File: src/pkg/csfr_pkg.sv
// Shared constants and types for the core special function registers
package csfr_pkg;

  localparam int unsigned PADDR_W = 9;
  localparam int unsigned PAGE_W = 6;
  localparam int unsigned PM_ADDR_W = 14;
  localparam int unsigned BANK_ADDR_W = 13;

  // Register indices; byte address is four times the index
  localparam logic [6:0] IDX_ACC = 7'h05;
  localparam logic [6:0] IDX_PC_LO = 7'h06;
  localparam logic [6:0] IDX_TPTR_LO = 7'h07;
  localparam logic [6:0] IDX_TLATCH = 7'h08;
  localparam logic [6:0] IDX_TPTR_HI = 7'h09;
  localparam logic [6:0] IDX_STATUS = 7'h0A;
  localparam logic [6:0] IDX_BANK_PTR = 7'h0B;
  localparam logic [6:0] IDX_UNLOCK = 7'h7F;

  // Status bit positions
  localparam int unsigned ST_C = 0;
  localparam int unsigned ST_HC = 1;
  localparam int unsigned ST_Z = 2;
  localparam int unsigned ST_WRAP = 3;
  localparam int unsigned ST_PWRDN = 4;
  localparam int unsigned ST_WDOG = 5;
  localparam int unsigned ST_CHAIN = 6;
  localparam int unsigned ST_SCMP = 7;

  localparam logic [7:0] BANK_PTR_RST = 8'h00;
  localparam logic [7:0] UNLOCK_RST = 8'h00;
  localparam logic [7:0] STATUS_RST = 8'h00;
  localparam logic [7:0] ACC_RST = 8'h00;
  localparam logic [7:0] TBL_RST = 8'h00;

  localparam logic [7:0] UNLOCK_FIRST = 8'h55;
  localparam logic [7:0] UNLOCK_SECOND = 8'hAA;
  localparam logic [2:0] MAP_OSC_PERIODS = 3'h4;

  localparam logic [PAGE_W-1:0] LAST_PAGE = 6'h3F;
  localparam logic [1:0] OPT_WINDOW = 2'h3;
  localparam logic [7:0] ZERO8 = 8'h00;

  typedef enum logic [3:0] {
    CSFR_ADD = 4'h0,
    CSFR_ADC = 4'h1,
    CSFR_SUB = 4'h2,
    CSFR_SBC = 4'h3,
    CSFR_AND = 4'h4,
    CSFR_OR = 4'h5,
    CSFR_XOR = 4'h6,
    CSFR_RLC = 4'h7,
    CSFR_RRC = 4'h8
  } csfr_alu_kind_t;

  typedef struct packed {
    logic valid;
    csfr_alu_kind_t kind;
    logic [7:0] a;
    logic [7:0] b;
  } csfr_alu_op_t;

  typedef struct packed {
    logic [7:0] res;
    logic c;
    logic hc;
    logic wrap;
    logic z;
  } csfr_alu_res_t;

  typedef struct packed {
    logic req;
    logic opt_sel;
    logic [PM_ADDR_W-1:0] addr;
  } csfr_pm_req_t;

  typedef enum logic [1:0] {
    CSFR_UL_IDLE = 2'h1,
    CSFR_UL_ARMED = 2'h2
  } csfr_unlock_t;

endpackage

File: src/hw/csfr_map_timer.sv
// Option-map window timer counting low-speed oscillator periods
`timescale 1ns/1ns
`default_nettype none
module csfr_map_timer (
  input wire logic pclk,
  input wire logic presetn,
  input wire logic slow_osc_in,
  input wire logic start,
  output logic map_en
);

  logic sync1_r;
  logic sync2_r;
  logic sync3_r;
  logic osc_rise;
  logic [2:0] cnt_r;
  logic active_r;

  // Two-stage synchroniser, then edge history
  always_ff @(posedge pclk or negedge presetn) begin
    if (!presetn) begin
      sync1_r <= 1'h0;
      sync2_r <= 1'h0;
      sync3_r <= 1'h0;
    end else begin
      sync1_r <= slow_osc_in;
      sync2_r <= sync1_r;
      sync3_r <= sync2_r;
    end
  end

  assign osc_rise = sync2_r & ~sync3_r;

  // Restart on every unlock, expire after four periods
  always_ff @(posedge pclk or negedge presetn) begin
    if (!presetn) begin
      cnt_r <= 3'h0;
      active_r <= 1'h0;
    end else if (start) begin
      cnt_r <= csfr_pkg::MAP_OSC_PERIODS;
      active_r <= 1'h1;
    end else if (active_r && osc_rise) begin
      cnt_r <= cnt_r - 3'h1;
      if (cnt_r == 3'h1) begin
        active_r <= 1'h0;
      end
    end
  end

  assign map_en = active_r;

  a_map_restart: assert property (@(posedge pclk) disable iff (!presetn)
    start |=> map_en && cnt_r == 3'h4)
    else $error("unlock did not restart the map timer");

  a_map_expire: assert property (@(posedge pclk) disable iff (!presetn)
    (map_en && osc_rise && !start && cnt_r == 3'h1) |=> !map_en)
    else $error("map window did not end after four periods");

endmodule
`default_nettype wire

File: src/hw/csfr_core_regs.sv
// Core special function registers behind an APB slave
//
// Chosen here: the APB interface to the registers and the register offsets.
`timescale 1ns/1ns
`default_nettype none
module csfr_core_regs (
  input wire logic pclk,
  input wire logic presetn,
  input wire logic psel,
  input wire logic penable,
  input wire logic pwrite,
  input wire logic [csfr_pkg::PADDR_W-1:0] paddr,
  input wire logic [31:0] pwdata,
  output logic [31:0] prdata,
  output logic pready,
  output logic pslverr,
  input wire csfr_pkg::csfr_alu_op_t alu,
  input wire logic branch_req,
  input wire logic [csfr_pkg::BANK_ADDR_W-1:0] branch_target,
  output logic branch_valid,
  output logic [csfr_pkg::PM_ADDR_W-1:0] branch_addr,
  input wire logic [7:0] pc_low,
  input wire logic [csfr_pkg::PAGE_W-1:0] pc_page,
  output logic jump_valid,
  output logic [csfr_pkg::PM_ADDR_W-1:0] jump_addr,
  output logic dummy_cycle,
  input wire logic tbl_rd,
  input wire logic tbl_last,
  output csfr_pkg::csfr_pm_req_t pm,
  input wire logic pm_ack,
  input wire logic [15:0] pm_rdata,
  output logic tbl_low_valid,
  output logic [7:0] tbl_low_data,
  input wire logic slow_osc,
  input wire logic wake,
  input wire logic wdt_timeout,
  input wire logic watchdog_clear_instruction,
  input wire logic halt,
  output logic map_enabled
);

  logic [7:0] bank_ptr_r;
  logic [7:0] unlock_reg_r;
  logic [7:0] status_r;
  logic [7:0] flags_r;
  logic pwrdn_r;
  logic wdog_r;
  logic [7:0] acc_r;
  logic [7:0] tptr_lo_r;
  logic [7:0] tptr_hi_r;
  logic [7:0] tlatch_r;
  logic [31:0] prdata_r;
  logic pslverr_r;
  logic branch_valid_r;
  logic [csfr_pkg::PM_ADDR_W-1:0] branch_addr_r;
  logic jump_valid_r;
  logic [csfr_pkg::PM_ADDR_W-1:0] jump_addr_r;
  logic dummy_r;
  csfr_pkg::csfr_pm_req_t pm_r;
  logic busy_r;
  logic tbl_low_valid_r;
  logic [7:0] tbl_low_data_r;
  csfr_pkg::csfr_unlock_t ul_r;
  logic unlock_pulse_r;
  logic [6:0] idx;
  logic setup;
  logic wr_ok;
  logic hit;
  logic [7:0] rd_val;
  logic [7:0] wbyte;
  csfr_pkg::csfr_alu_res_t ar;
  logic [csfr_pkg::PAGE_W-1:0] tbl_page;
  logic arith;

  function automatic logic known_idx(input logic [6:0] i);
    known_idx = (i == csfr_pkg::IDX_ACC) || (i == csfr_pkg::IDX_PC_LO) ||
      (i == csfr_pkg::IDX_TPTR_LO) || (i == csfr_pkg::IDX_TLATCH) ||
      (i == csfr_pkg::IDX_TPTR_HI) || (i == csfr_pkg::IDX_STATUS) ||
      (i == csfr_pkg::IDX_BANK_PTR) || (i == csfr_pkg::IDX_UNLOCK);
  endfunction

  // Adder-based ALU with flag extraction
  function automatic csfr_pkg::csfr_alu_res_t alu_calc(
    input csfr_pkg::csfr_alu_kind_t k,
    input logic [7:0] a,
    input logic [7:0] b,
    input logic cf
  );
    logic [7:0] bb;
    logic cin;
    logic [8:0] s9;
    logic [4:0] s5;
    logic [7:0] s7;
    csfr_pkg::csfr_alu_res_t r;
    bb = ((k == csfr_pkg::CSFR_SUB) || (k == csfr_pkg::CSFR_SBC)) ? ~b : b;
    cin = (k == csfr_pkg::CSFR_SUB) ? 1'h1 :
      ((k == csfr_pkg::CSFR_ADC) || (k == csfr_pkg::CSFR_SBC)) ? cf : 1'h0;
    s9 = {1'h0, a} + {1'h0, bb} + {8'h00, cin};
    s5 = {1'h0, a[3:0]} + {1'h0, bb[3:0]} + {4'h0, cin};
    s7 = {1'h0, a[6:0]} + {1'h0, bb[6:0]} + {7'h00, cin};
    r.res = s9[7:0];
    r.c = s9[8];
    r.hc = s5[4];
    r.wrap = s7[7] ^ s9[8];
    unique case (k)
      csfr_pkg::CSFR_AND: r.res = a & b;
      csfr_pkg::CSFR_OR: r.res = a | b;
      csfr_pkg::CSFR_XOR: r.res = a ^ b;
      csfr_pkg::CSFR_RLC: begin
        r.res = {a[6:0], cf};
        r.c = a[7];
      end
      csfr_pkg::CSFR_RRC: begin
        r.res = {cf, a[7:1]};
        r.c = a[0];
      end
      default: r.res = s9[7:0];
    endcase
    r.z = (r.res == csfr_pkg::ZERO8);
    alu_calc = r;
  endfunction

  // APB decode
  assign idx = paddr[csfr_pkg::PADDR_W-1:2];
  assign setup = psel & ~penable;
  assign hit = known_idx(idx) && (paddr[1:0] == 2'h0);
  assign wr_ok = psel & penable & pwrite & hit;
  assign wbyte = pwdata[7:0];
  assign pready = 1'h1;

  always_comb begin
    rd_val = csfr_pkg::ZERO8;
    unique case (idx)
      csfr_pkg::IDX_ACC: rd_val = acc_r;
      csfr_pkg::IDX_PC_LO: rd_val = pc_low;
      csfr_pkg::IDX_TPTR_LO: rd_val = tptr_lo_r;
      csfr_pkg::IDX_TLATCH: rd_val = tlatch_r;
      csfr_pkg::IDX_TPTR_HI: rd_val = tptr_hi_r;
      csfr_pkg::IDX_STATUS: rd_val = status_r;
      csfr_pkg::IDX_BANK_PTR: rd_val = {7'h00, bank_ptr_r[0]};
      csfr_pkg::IDX_UNLOCK: rd_val = unlock_reg_r;
      default: rd_val = csfr_pkg::ZERO8;
    endcase
  end

  // Read data and error captured in the setup cycle
  always_ff @(posedge pclk or negedge presetn) begin
    if (!presetn) begin
      prdata_r <= 32'h0000_0000;
      pslverr_r <= 1'h0;
    end else if (setup) begin
      prdata_r <= {24'h000000, (hit ? rd_val : csfr_pkg::ZERO8)};
      pslverr_r <= ~hit;
    end
  end

  assign prdata = prdata_r;
  assign pslverr = pslverr_r & psel & penable;

  // Bank pointer and branch target
  always_ff @(posedge pclk or negedge presetn) begin
    if (!presetn) begin
      bank_ptr_r <= csfr_pkg::BANK_PTR_RST;
    end else if (wr_ok && idx == csfr_pkg::IDX_BANK_PTR) begin
      bank_ptr_r <= {7'h00, wbyte[0]};
    end
  end

  always_ff @(posedge pclk or negedge presetn) begin
    if (!presetn) begin
      branch_valid_r <= 1'h0;
      branch_addr_r <= '0;
    end else begin
      branch_valid_r <= branch_req;
      if (branch_req) begin
        branch_addr_r <= {bank_ptr_r[0], branch_target};
      end
    end
  end

  assign branch_valid = branch_valid_r;
  assign branch_addr = branch_addr_r;

  // Program counter low write: in-page jump plus dummy cycle
  always_ff @(posedge pclk or negedge presetn) begin
    if (!presetn) begin
      jump_valid_r <= 1'h0;
      jump_addr_r <= '0;
      dummy_r <= 1'h0;
    end else begin
      jump_valid_r <= wr_ok && (idx == csfr_pkg::IDX_PC_LO);
      dummy_r <= jump_valid_r;
      if (wr_ok && idx == csfr_pkg::IDX_PC_LO) begin
        jump_addr_r <= {pc_page, wbyte};
      end
    end
  end

  assign jump_valid = jump_valid_r;
  assign jump_addr = jump_addr_r;
  assign dummy_cycle = dummy_r;

  // Accumulator takes software writes and every ALU result
  assign ar = alu_calc(alu.kind, alu.a, alu.b, status_r[csfr_pkg::ST_C]);
  assign arith = (alu.kind == csfr_pkg::CSFR_ADD) ||
    (alu.kind == csfr_pkg::CSFR_ADC) || (alu.kind == csfr_pkg::CSFR_SUB) ||
    (alu.kind == csfr_pkg::CSFR_SBC);

  always_ff @(posedge pclk or negedge presetn) begin
    if (!presetn) begin
      acc_r <= csfr_pkg::ACC_RST;
    end else if (alu.valid) begin
      acc_r <= ar.res;
    end else if (wr_ok && idx == csfr_pkg::IDX_ACC) begin
      acc_r <= wbyte;
    end
  end

  // Arithmetic flags; ALU update outranks a same-cycle software write
  always_ff @(posedge pclk or negedge presetn) begin
    if (!presetn) begin
      flags_r <= csfr_pkg::STATUS_RST;
    end else if (alu.valid && arith) begin
      flags_r[csfr_pkg::ST_C] <= ar.c;
      flags_r[csfr_pkg::ST_HC] <= ar.hc;
      flags_r[csfr_pkg::ST_Z] <= ar.z;
      flags_r[csfr_pkg::ST_WRAP] <= ar.wrap;
      flags_r[csfr_pkg::ST_SCMP] <= ar.wrap ^ ar.res[7];
      if (alu.kind == csfr_pkg::CSFR_SUB) begin
        flags_r[csfr_pkg::ST_CHAIN] <= ar.z;
      end else if (alu.kind == csfr_pkg::CSFR_SBC) begin
        flags_r[csfr_pkg::ST_CHAIN] <= flags_r[csfr_pkg::ST_CHAIN] & ar.z;
      end
    end else if (alu.valid && (alu.kind == csfr_pkg::CSFR_RLC ||
        alu.kind == csfr_pkg::CSFR_RRC)) begin
      flags_r[csfr_pkg::ST_C] <= ar.c;
    end else if (alu.valid) begin
      flags_r[csfr_pkg::ST_Z] <= ar.z;
    end else if (wr_ok && idx == csfr_pkg::IDX_STATUS) begin
      flags_r[3:0] <= wbyte[3:0];
      flags_r[7:6] <= wbyte[7:6];
    end
  end

  // Power-down flag: set by halt wins over clear; not software writable
  always_ff @(posedge pclk or negedge presetn) begin
    if (!presetn) begin
      pwrdn_r <= 1'h0;
    end else if (halt) begin
      pwrdn_r <= 1'h1;
    end else if (watchdog_clear_instruction) begin
      pwrdn_r <= 1'h0;
    end
  end

  // Watchdog flag: timeout wins over clear; no save path exists
  always_ff @(posedge pclk or negedge presetn) begin
    if (!presetn) begin
      wdog_r <= 1'h0;
    end else if (wdt_timeout) begin
      wdog_r <= 1'h1;
    end else if (watchdog_clear_instruction || halt) begin
      wdog_r <= 1'h0;
    end
  end

  assign status_r = {flags_r[7:6], wdog_r, pwrdn_r, flags_r[3:0]};

  // Table pointer pair
  always_ff @(posedge pclk or negedge presetn) begin
    if (!presetn) begin
      tptr_lo_r <= csfr_pkg::TBL_RST;
      tptr_hi_r <= csfr_pkg::TBL_RST;
    end else if (wr_ok) begin
      if (idx == csfr_pkg::IDX_TPTR_LO) begin
        tptr_lo_r <= wbyte;
      end
      if (idx == csfr_pkg::IDX_TPTR_HI) begin
        tptr_hi_r <= wbyte;
      end
    end
  end

  // Table fetch with option window overlay on the last page
  assign tbl_page = tbl_last ? csfr_pkg::LAST_PAGE :
    tptr_hi_r[csfr_pkg::PAGE_W-1:0];

  always_ff @(posedge pclk or negedge presetn) begin
    if (!presetn) begin
      pm_r <= '0;
      busy_r <= 1'h0;
    end else begin
      pm_r.req <= 1'h0;
      if (tbl_rd && !busy_r) begin
        busy_r <= 1'h1;
        pm_r.req <= 1'h1;
        if (map_enabled && tbl_page == csfr_pkg::LAST_PAGE &&
            tptr_lo_r[7:6] == csfr_pkg::OPT_WINDOW) begin
          pm_r.opt_sel <= 1'h1;
          pm_r.addr <= {8'h00, tptr_lo_r[5:0]};
        end else begin
          pm_r.opt_sel <= 1'h0;
          pm_r.addr <= {tbl_page, tptr_lo_r};
        end
      end else if (pm_ack) begin
        busy_r <= 1'h0;
      end
    end
  end

  assign pm = pm_r;

  always_ff @(posedge pclk or negedge presetn) begin
    if (!presetn) begin
      tlatch_r <= csfr_pkg::TBL_RST;
      tbl_low_valid_r <= 1'h0;
      tbl_low_data_r <= csfr_pkg::TBL_RST;
    end else begin
      tbl_low_valid_r <= pm_ack && busy_r;
      if (pm_ack && busy_r) begin
        tlatch_r <= pm_rdata[15:8];
        tbl_low_data_r <= pm_rdata[7:0];
      end else if (wr_ok && idx == csfr_pkg::IDX_TLATCH) begin
        tlatch_r <= wbyte;
      end
    end
  end

  assign tbl_low_valid = tbl_low_valid_r;
  assign tbl_low_data = tbl_low_data_r;

  // Unlock register; wake-up clears it
  always_ff @(posedge pclk or negedge presetn) begin
    if (!presetn) begin
      unlock_reg_r <= csfr_pkg::UNLOCK_RST;
    end else if (wake) begin
      unlock_reg_r <= csfr_pkg::UNLOCK_RST;
    end else if (wr_ok && idx == csfr_pkg::IDX_UNLOCK) begin
      unlock_reg_r <= wbyte;
    end
  end

  // Unlock sequencer: second write must be the very next transfer
  always_ff @(posedge pclk or negedge presetn) begin
    if (!presetn) begin
      ul_r <= csfr_pkg::CSFR_UL_IDLE;
      unlock_pulse_r <= 1'h0;
    end else begin
      unlock_pulse_r <= 1'h0;
      unique case (ul_r)
        csfr_pkg::CSFR_UL_IDLE: begin
          if (wr_ok && idx == csfr_pkg::IDX_UNLOCK &&
              wbyte == csfr_pkg::UNLOCK_FIRST) begin
            ul_r <= csfr_pkg::CSFR_UL_ARMED;
          end
        end
        csfr_pkg::CSFR_UL_ARMED: begin
          if (!psel) begin
            ul_r <= csfr_pkg::CSFR_UL_IDLE;
          end else if (psel && penable) begin
            ul_r <= csfr_pkg::CSFR_UL_IDLE;
            if (wr_ok && idx == csfr_pkg::IDX_UNLOCK &&
                wbyte == csfr_pkg::UNLOCK_SECOND) begin
              unlock_pulse_r <= 1'h1;
            end else if (wr_ok && idx == csfr_pkg::IDX_UNLOCK &&
                wbyte == csfr_pkg::UNLOCK_FIRST) begin
              ul_r <= csfr_pkg::CSFR_UL_ARMED;
            end
          end
        end
      endcase
    end
  end

  csfr_map_timer u_timer (
    .pclk(pclk),
    .presetn(presetn),
    .slow_osc_in(slow_osc),
    .start(unlock_pulse_r),
    .map_en(map_enabled)
  );

  a_bank_select: assert property (@(posedge pclk) disable iff (!presetn)
    branch_req |=> branch_valid && branch_addr[13] == $past(bank_ptr_r[0]))
    else $error("branch bank not taken from bank pointer");

  a_bank_upper: assert property (@(posedge pclk) disable iff (!presetn)
    (psel && penable && !pwrite && paddr[8:2] == 7'h0B) |->
    prdata[7:1] == 7'h00)
    else $error("bank pointer upper bits not zero");

  a_pc_jump: assert property (@(posedge pclk) disable iff (!presetn)
    (wr_ok && idx == 7'h06) |=> jump_valid && !dummy_cycle ##1
    dummy_cycle && !jump_valid)
    else $error("program counter jump or dummy cycle wrong");

  a_tbl_high: assert property (@(posedge pclk) disable iff (!presetn)
    (pm_ack && busy_r) |=> tlatch_r == $past(pm_rdata[15:8]) &&
    tbl_low_valid)
    else $error("table high byte not latched");

  a_unlock_pair: assert property (@(posedge pclk) disable iff (!presetn)
    unlock_pulse_r |-> $past(unlock_reg_r, 2) == 8'h55 &&
    unlock_reg_r == 8'hAA)
    else $error("unlock fired without the pattern");

  a_unlock_gap: assert property (@(posedge pclk) disable iff (!presetn)
    (ul_r == csfr_pkg::CSFR_UL_ARMED && !psel) |=> !unlock_pulse_r ##1
    !unlock_pulse_r)
    else $error("unlock survived an idle gap");

  a_opt_window: assert property (@(posedge pclk) disable iff (!presetn)
    (tbl_rd && !busy_r && !map_enabled) |=> !pm.opt_sel)
    else $error("option memory selected while unmapped");

  a_wake_clear: assert property (@(posedge pclk) disable iff (!presetn)
    wake |=> unlock_reg_r == 8'h00)
    else $error("unlock register not cleared on wake");

  a_flag_ro: assert property (@(posedge pclk) disable iff (!presetn)
    (!halt && !watchdog_clear_instruction && !wdt_timeout) |=>
    $stable(status_r[5:4]))
    else $error("watchdog or power-down flag changed");

  a_scmp_xor: assert property (@(posedge pclk) disable iff (!presetn)
    (alu.valid && arith) |=> status_r[7] == (status_r[3] ^ acc_r[7]))
    else $error("signed compare flag wrong");

  a_chain_zero: assert property (@(posedge pclk) disable iff (!presetn)
    (alu.valid && alu.kind == csfr_pkg::CSFR_SBC) |=>
    status_r[6] == ($past(status_r[6]) & status_r[2]))
    else $error("chained zero flag wrong");

  a_wdog_set: assert property (@(posedge pclk) disable iff (!presetn)
    wdt_timeout |=> status_r[5] ##1 (status_r[5] || $past(watchdog_clear_instruction) ||
    $past(halt)))
    else $error("watchdog flag not set by timeout");

endmodule
`default_nettype wire

File: config.mk
export PLATFORM = sky130hd
export DESIGN_NAME = csfr_core_regs
export DESIGN_NICKNAME = d
export VERILOG_FILES = /design/src/pkg/csfr_pkg.sv /design/src/hw/csfr_map_timer.sv /design/src/hw/csfr_core_regs.sv
export SDC_FILE = /design/constraint.sdc
export NUM_CORES = 1
export LEC_CHECK = 0
export ABC_AREA = 1
export BUFFER_PORTS_ARGS = -buffer_cell sky130_fd_sc_hd__clkbuf_2
export CAP_MARGIN = 10
export CORE_MARGIN = 3
export CORE_UTILIZATION = 26
export DETAILED_ROUTE_END_ITERATION = 10
export PLACE_DENSITY = 0.44
export SETUP_SLACK_MARGIN = 0.05
export SYNTH_ARGS = -nofsm -noshare
export SYNTH_HDL_FRONTEND = slang
export SYNTH_SLANG_ARGS = --single-unit
File: constraint.sdc
create_clock -name pclk -period 2.2 [get_ports pclk]
set_input_delay 0.44 -clock pclk [delete_from_list [all_inputs] [get_ports pclk]]
set_output_delay 0.44 -clock pclk [all_outputs]
set_load 0.005 [all_outputs]
## Yosys cells after proc, flatten, opt, wreduce, memory -nomap -nowiden

Cells that the tools add are included.

| storage, ports and cells | value |
|---|---|
| output and inout port bits | 91 |
| memories | 0 |
| ROM bits | 0 |
| bits in latches | 0 |
| logic and storage cells | 190 |
| memory bits (writable) | 0 |
| register bits | 125 |
| bits of input ports | 119 |

| cells by class | value |
|---|---|
| $lt $le $gt $ge | 0 |
| bitwise gates (word level) | 17 |
| muxes and demuxes | 50 |
| divide/modulo/power cells | 0 |
| shift operators | 0 |
| add/sub/neg operators | 7 |
| multiply operators | 0 |
| equal/unequal tests | 29 |
| reductions and logical operators | 54 |

Operators with widths:

| kind | count |
|---|---|
| $mux 8 | 8 |
| $pmux 8 s8 | 1 |
| $pmux 8 s5 | 1 |
| $eq 7x4->1 const B | 4 |
| $eq 7x3->1 const B | 3 |
| $mux 1 | 20 |
| $mux 2 | 10 |
| $reduce_bool 2->1 | 9 |
| $logic_and 1x1->1 | 17 |
| $eq 4x3->1 const B | 4 |
| $mux 16 | 1 |
| $mux 15 | 1 |
| $logic_or 1x1->1 | 14 |
| $reduce_and 2->1 | 6 |
| $add 8x8->9 | 1 |
| $add 9x1->9 | 1 |
| $mux 3 | 3 |
| $add 7x7->8 | 1 |
| $add 8x1->8 | 1 |
| $and 1x1->1 | 8 |
| $and 8x8->8 | 1 |
| $eq 4x2->1 const B | 2 |
| $eq 8x7->1 const B | 1 |
| $eq 8x8->1 const B | 1 |
| other kinds (30) | 38 |

## Longest topological paths before layout

| depth | value |
|---|---|
| word-level depth | 17 |
| mapped depth | 19 |
| depth with buffers taken out | 19 |

## Hierarchy

From an unflattened synthesis, not the netlist that was laid out.

| unflattened totals | value |
|---|---|
| cells, all modules | 926 |
| area total of the unflattened synthesis | 7028.0 µm² |

Modules (own cells, without submodules):

| module | cells each | seq. area each (µm²) | area an instance (µm²) | instances |
|---|---|---|---|---|
| csfr_core_regs | 892 | 2954.1 | 6717.7 | 1 |
| csfr_map_timer | 34 | 175.2 | 310.3 | 1 |

## Worst setup path before layout

OpenSTA, ideal clock, no wires.

| path | value |
|---|---|
| path type | input -> register |
| start point | input alu[18] (netlist bit) |
| end point | register flags_r[7] |
| slack | -662 ps |
| setup time | 117 ps |
| cell stages on the path | 15 |
| path buffers | 0 |
| required time | 2083 ps |
| arrival | 2745 ps |
| cells stage by stage | nor2_1 > nand2_1 > xor2_1 > fa_1 > fa_1 > inv_1 > nand2_1 > nand2_1 > nand2_1 > nand3b_1 > xnor2_1 > xor2_1 > nand2_1 > nand2_1 > nand2_1 |

| between the ends | value |
|---|---|
| cells in the longest elaborated chain, start to end | 8 |
| elaborated cells on any way between the ends | 32 |
| classes of those cells | add/sub: 4; eq/ne: 10; mux: 5; bitwise: 2; reduce/logical: 11 |

Ends and longest elaborated chain:

| item | RTL line | RTL |
|---|---|---|
| start, declared | csfr_core_regs.sv:17 | `input wire csfr_pkg::csfr_alu_op_t alu,` |
| $eq 4x2->1, or another cell as far along | csfr_core_regs.sv:95, csfr_core_regs.sv:96, csfr_core_regs.sv:206 |  |
| $logic_or 1x1->1 (on tied branches) | csfr_core_regs.sv:95, csfr_core_regs.sv:97 |  |
| $mux 8 or $mux 1 (tied branches) | csfr_core_regs.sv:95, csfr_core_regs.sv:97 |  |
| $add 8x8->9, or another cell as far along | csfr_core_regs.sv:98 | `s9 = {1'h0, a} + {1'h0, bb} + {8'h00, cin};` |
| $add 9x1->9 or $add 8x1->8 (tied branches) | csfr_core_regs.sv:98, csfr_core_regs.sv:100 |  |
| $pmux 8 s5 or $xor 1x1->1 (tied branches) | csfr_core_regs.sv:105, csfr_core_regs.sv:104 |  |
| $xor 1x1->1 | csfr_core_regs.sv:228 | `flags_r[csfr_pkg::ST_SCMP] <= ar.wrap ^ ar.res[7];` |
| $mux 2 | csfr_core_regs.sv:223 | `end else if (alu.valid && arith) begin` |
| end signal, assigned by index | csfr_core_regs.sv:224 | `flags_r[csfr_pkg::ST_C] <= ar.c;` |
| end signal, assigned by index | csfr_core_regs.sv:225 | `flags_r[csfr_pkg::ST_HC] <= ar.hc;` |
| end signal, assigned by index | csfr_core_regs.sv:228 |  |
| end, declared | csfr_core_regs.sv:45 | `logic [7:0] flags_r;` |

Parallel ways exist; a longest one is shown, timed or not.
A chain may end at the register's enable or synchronous reset.

## Worst setup path in the final report

Same ends and word-level chain as after synthesis.

==> flow_metrics.py <==
metrics = {
    "logic_synthesis": {
        "yosysMostFrequentCell": "nand2_1",
        "synthMuxAreaShare": 0.02060,
        "ys_types": 48,
        "synth-edff-count": 0,
        "syn-mean-instance-area_um2": 7.913,
        "synth_top_family_by_area": "simple AND/OR/NAND/NOR gates",
        "synthTopCellsByArea": "dfrtp_1, nand2_1, inv_1",
        "syn_area_mm2": 0.007106,
        "synth_top_area_frac": 0.4367,
        "ys_seq_area_frac": 0.4404,
        "synth_top_area_cell": "dfrtp_1",
        "yosysWarnings": 0,
        "ys_seq_elements": 125,
        "synth_common_cells": "nand2_1, dfrtp_1, inv_1",
        "synth-compound-area-share": 0.1150,
        "synthFlopType": "dfrtp_1",
        "yosys.area_share.xor_xnor": 0.01356,
        "netlist_instances": 898,
        "synth_simple_gate_area_frac": 0.2604,
        "synthArstFlopShare": 1.000,
        "synthAdderAreaFrac": 0.05142,
    },
    "timing": {
        "rsz0062_at_grt": "true",
        "finalSetupViolCount": 2,
        "post-route-period-util": 1.008,
        "timing.hold.ws_ns": 0.1336,
        "hold_viol_final": 0,
        "drv_slew": 0,
        "period_needed_ns": 2.218,
        "clock_skew_ns": 0.009993,
        "fmax_ghz": 0.4508,
        "layout_setup_ws_ns": -0.01842,
    },
    "clocking": {
        "clk_latency_ns": 0.42,
        "clk_pin_slew_ns": 0.05,
        "htree_levels": 4,
        "clock_sinks": 125,
        "clock-root-buffer": "clkbuf_16",
        "tritoncts": "built",
        "clk_path_buf_depth": 2,
        "numCtsBuffers": 17,
    },
    "setup_path": {
        "slowest_delay_ns": 0.37,
        "start_kind": "input pin",
        "crit_chain": "buf_6 > nor2_4 > nand2_4 > xor2_2 > fa_2 > fa_2 > inv_2 > nand2_2 > nand2_2 > nand2_1 > nand3b_1 > xnor2_2 > xor2_1 > nand2_1 > nand2_1 > nand2_1",
        "cp.required_ns": 2.51,
        "worstPathArrival_ns": 2.53,
        "end_kind": "register",
        "crit_path_top_delay_cell": "fa_2",
        "path_buf_inv": 2,
        "crit_path_max_fanout": 3,
        "cpMostUsedCell": "nand2_1",
        "path_class": "input pin to register",
        "cp_top_family": "adder cells",
    },
    "run_status": {
        "violations": "setup timing",
        "status": "complete, but fails checks",
    },
    "pwr": {
        "p_int_mw": 4.976,
        "p_sw_frac": 0.2790,
        "netSwitchingPower_mw": 1.926,
        "ir_worst_vdd_v": 0.0005601,
        "powerDensity_mw_per_mm2": 718.2,
        "clockPowerShare": 0.440,
        "p_comb_frac": 0.182,
        "leakagePower_nw": 5.118,
        "p_seq_frac": 0.378,
        "finalPower_mw": 6.902,
    },
    "place": {
        "hpwl_um": 17990,
        "place.gp.congestion": 0.8946,
        "io_buffers": 160,
    },
    "floorplanning": {
        "core.rowCount": 59,
        "start_util": 0.2689,
        "die_area_mm2": 0.02935,
        "die_h_um": 171.3,
        "die_w_um": 171.3,
        "ios": 210,
        "core-area_mm2": 0.02643,
    },
    "layout": {
        "antenna_cells": 0,
        "nets": 1289,
        "areaGrowthSynthToFinish_pct": 35.25,
        "drive_above_1_share": 0.3169,
        "fin_util": 0.3636,
    },
    "routing": {
        "drc": 0,
        "wl_um": 23140,
        "wl_per_cell_um": 15.53,
        "viasPerCell": 4.390,
        "drtIter0Drc": 442,
        "firstDrtPassIters": 5,
        "vias": 6541,
        "drtAntennaViolNets": 0,
    },
    "global_routing": {
        "antenna_found_initial": 0,
        "grt-ovfl-total": 0,
        "grt_pass1_vias": 6282,
        "grt_pass1_wl_um": 34990,
        "grt_start_max_net_pins": 44,
        "grt_use_total": 0.1562,
    },
    "min_path": {
        "hp-class": "input pin to register",
    },
    "flow_run": {
        "drv_cap": 0,
    },
}
cells by family after synthesis:
kind of cell,count (synthesis)
compound gates,134
xor+xnor,11
fa+ha+maj,28
buf+inv,150
flops,125
mux,13
other cells,2
simple gates,435
power groups by stage:
stage	clock, mW	sequential (mW)	combinational, mW
global route	3.22	2.63	1.43
global placement	0	2.64	1.17
detailed placement	0	2.65	1.17
finish	3.04	2.61	1.26
floorplan	0	2.63	0.625
CTS	3.11	2.61	1.20
per-layer routing:
layer  vias up  wire length, um  GRT usage
met5         -                0          0
met2       182            10670     0.2496
met1      3006            10930     0.2176
met3        19             1205    0.02942
met4         0              337    0.04269
li1       3334                -          -
worst register-to-register path, delay by kind of cell (launching register included):
family,cells,cell delay (ns)
buf+inv,1,0.08
flops,1,0.37
xor+xnor,2,0.30
fa+ha+maj,2,0.74
simple gates,7,0.49
compound gates,1,0.12
registers in the layout (all words and copies together), names as in the netlist, 2 cells and up:
signal	count
tptr_hi_r	8
unlock_reg_r	8
prdata	8
pm	16
branch_addr	14
jump_addr	14
u_timer.cnt_r	3
tbl_low_data	8
tptr_lo_r	8
tlatch_r	8
flags_r	6
ul_r	2
acc_r	8
placed cells by master, fill, tap and decap left out, types with 3 or more instances in the layout:
cell type,n
o21ai_0,59
a221oi_1,10
clkbuf_2,157
a21oi_2,3
inv_1,98
a21oi_1,12
o21ai_2,20
xor2_2,3
buf_12,3
nor2_1,50
clkinvlp_4,3
nor4_1,5
nand2_2,15
buf_6,4
xor2_1,7
nor3_1,6
buf_4,78
o22ai_1,3
clkinv_4,4
o21ai_1,15
inv_2,6
nor2_2,5
nand2_1,272
conb_1,25
nand3_1,52
clkinv_1,4
nand2_4,6
dfrtp_1,124
nand3_2,7
nand4_1,4
nor2_4,3
clkbuf_16,17
bufinv_16,4
ha_1,26
mux2_2,13
cell type report:
| type | instances | area [um^2] |
|---|---|---|
| Fill cell | 2829 | 16820 |
| Sequential cell | 125 | 3129 |
| Inverter | 109 | 414.1 |
| Clock buffer | 20 | 446.7 |
| Multi-Input combinational cell | 646 | 3528 |
| Tap cell | 335 | 419.2 |
| Timing Repair Buffer | 243 | 1486 |
| Clock inverter | 12 | 186.4 |
per-stage QoR:
stage               cell area, um^2  TNS (ns)  setup slack, ns  cells
finish                         9610  -0.02631         -0.01842   1490
CTS                            9454  -0.02533         -0.02533   1485
detailed placement             8771    -4.579          -0.5095   1449
global route                   9610   -0.7868          -0.1876   1490
global placement               8771    -4.071          -0.4513   1449
floorplan                      7231    -1.037          -0.2903    921
worst paths after layout:
path                                  from              end  slack [ns]  depth (start not counted)
max in group asynchronous          presetn          ul_r[0]        1.05                          3
setup reg to reg                flags_r[0]       flags_r[7]       -0.01                         13
hold / removal                    slow_osc  u_timer.sync1_r        0.13                          1
min in group asynchronous          presetn  unlock_reg_r[7]        0.51                          2
hold reg to reg            u_timer.sync1_r  u_timer.sync2_r        0.35                          0
setup / recovery                   alu[18]       flags_r[7]       -0.02                         16
timing repair:
item,4_1_cts,5_1_grt
resized for setup,6,35
endpoints found under the hold margin,39,0
setup buffers,3,5
pin swaps,9,11
hold buffers,1,0
setup endpoints to repair,6,9
(Power assumes the default switching activity.)
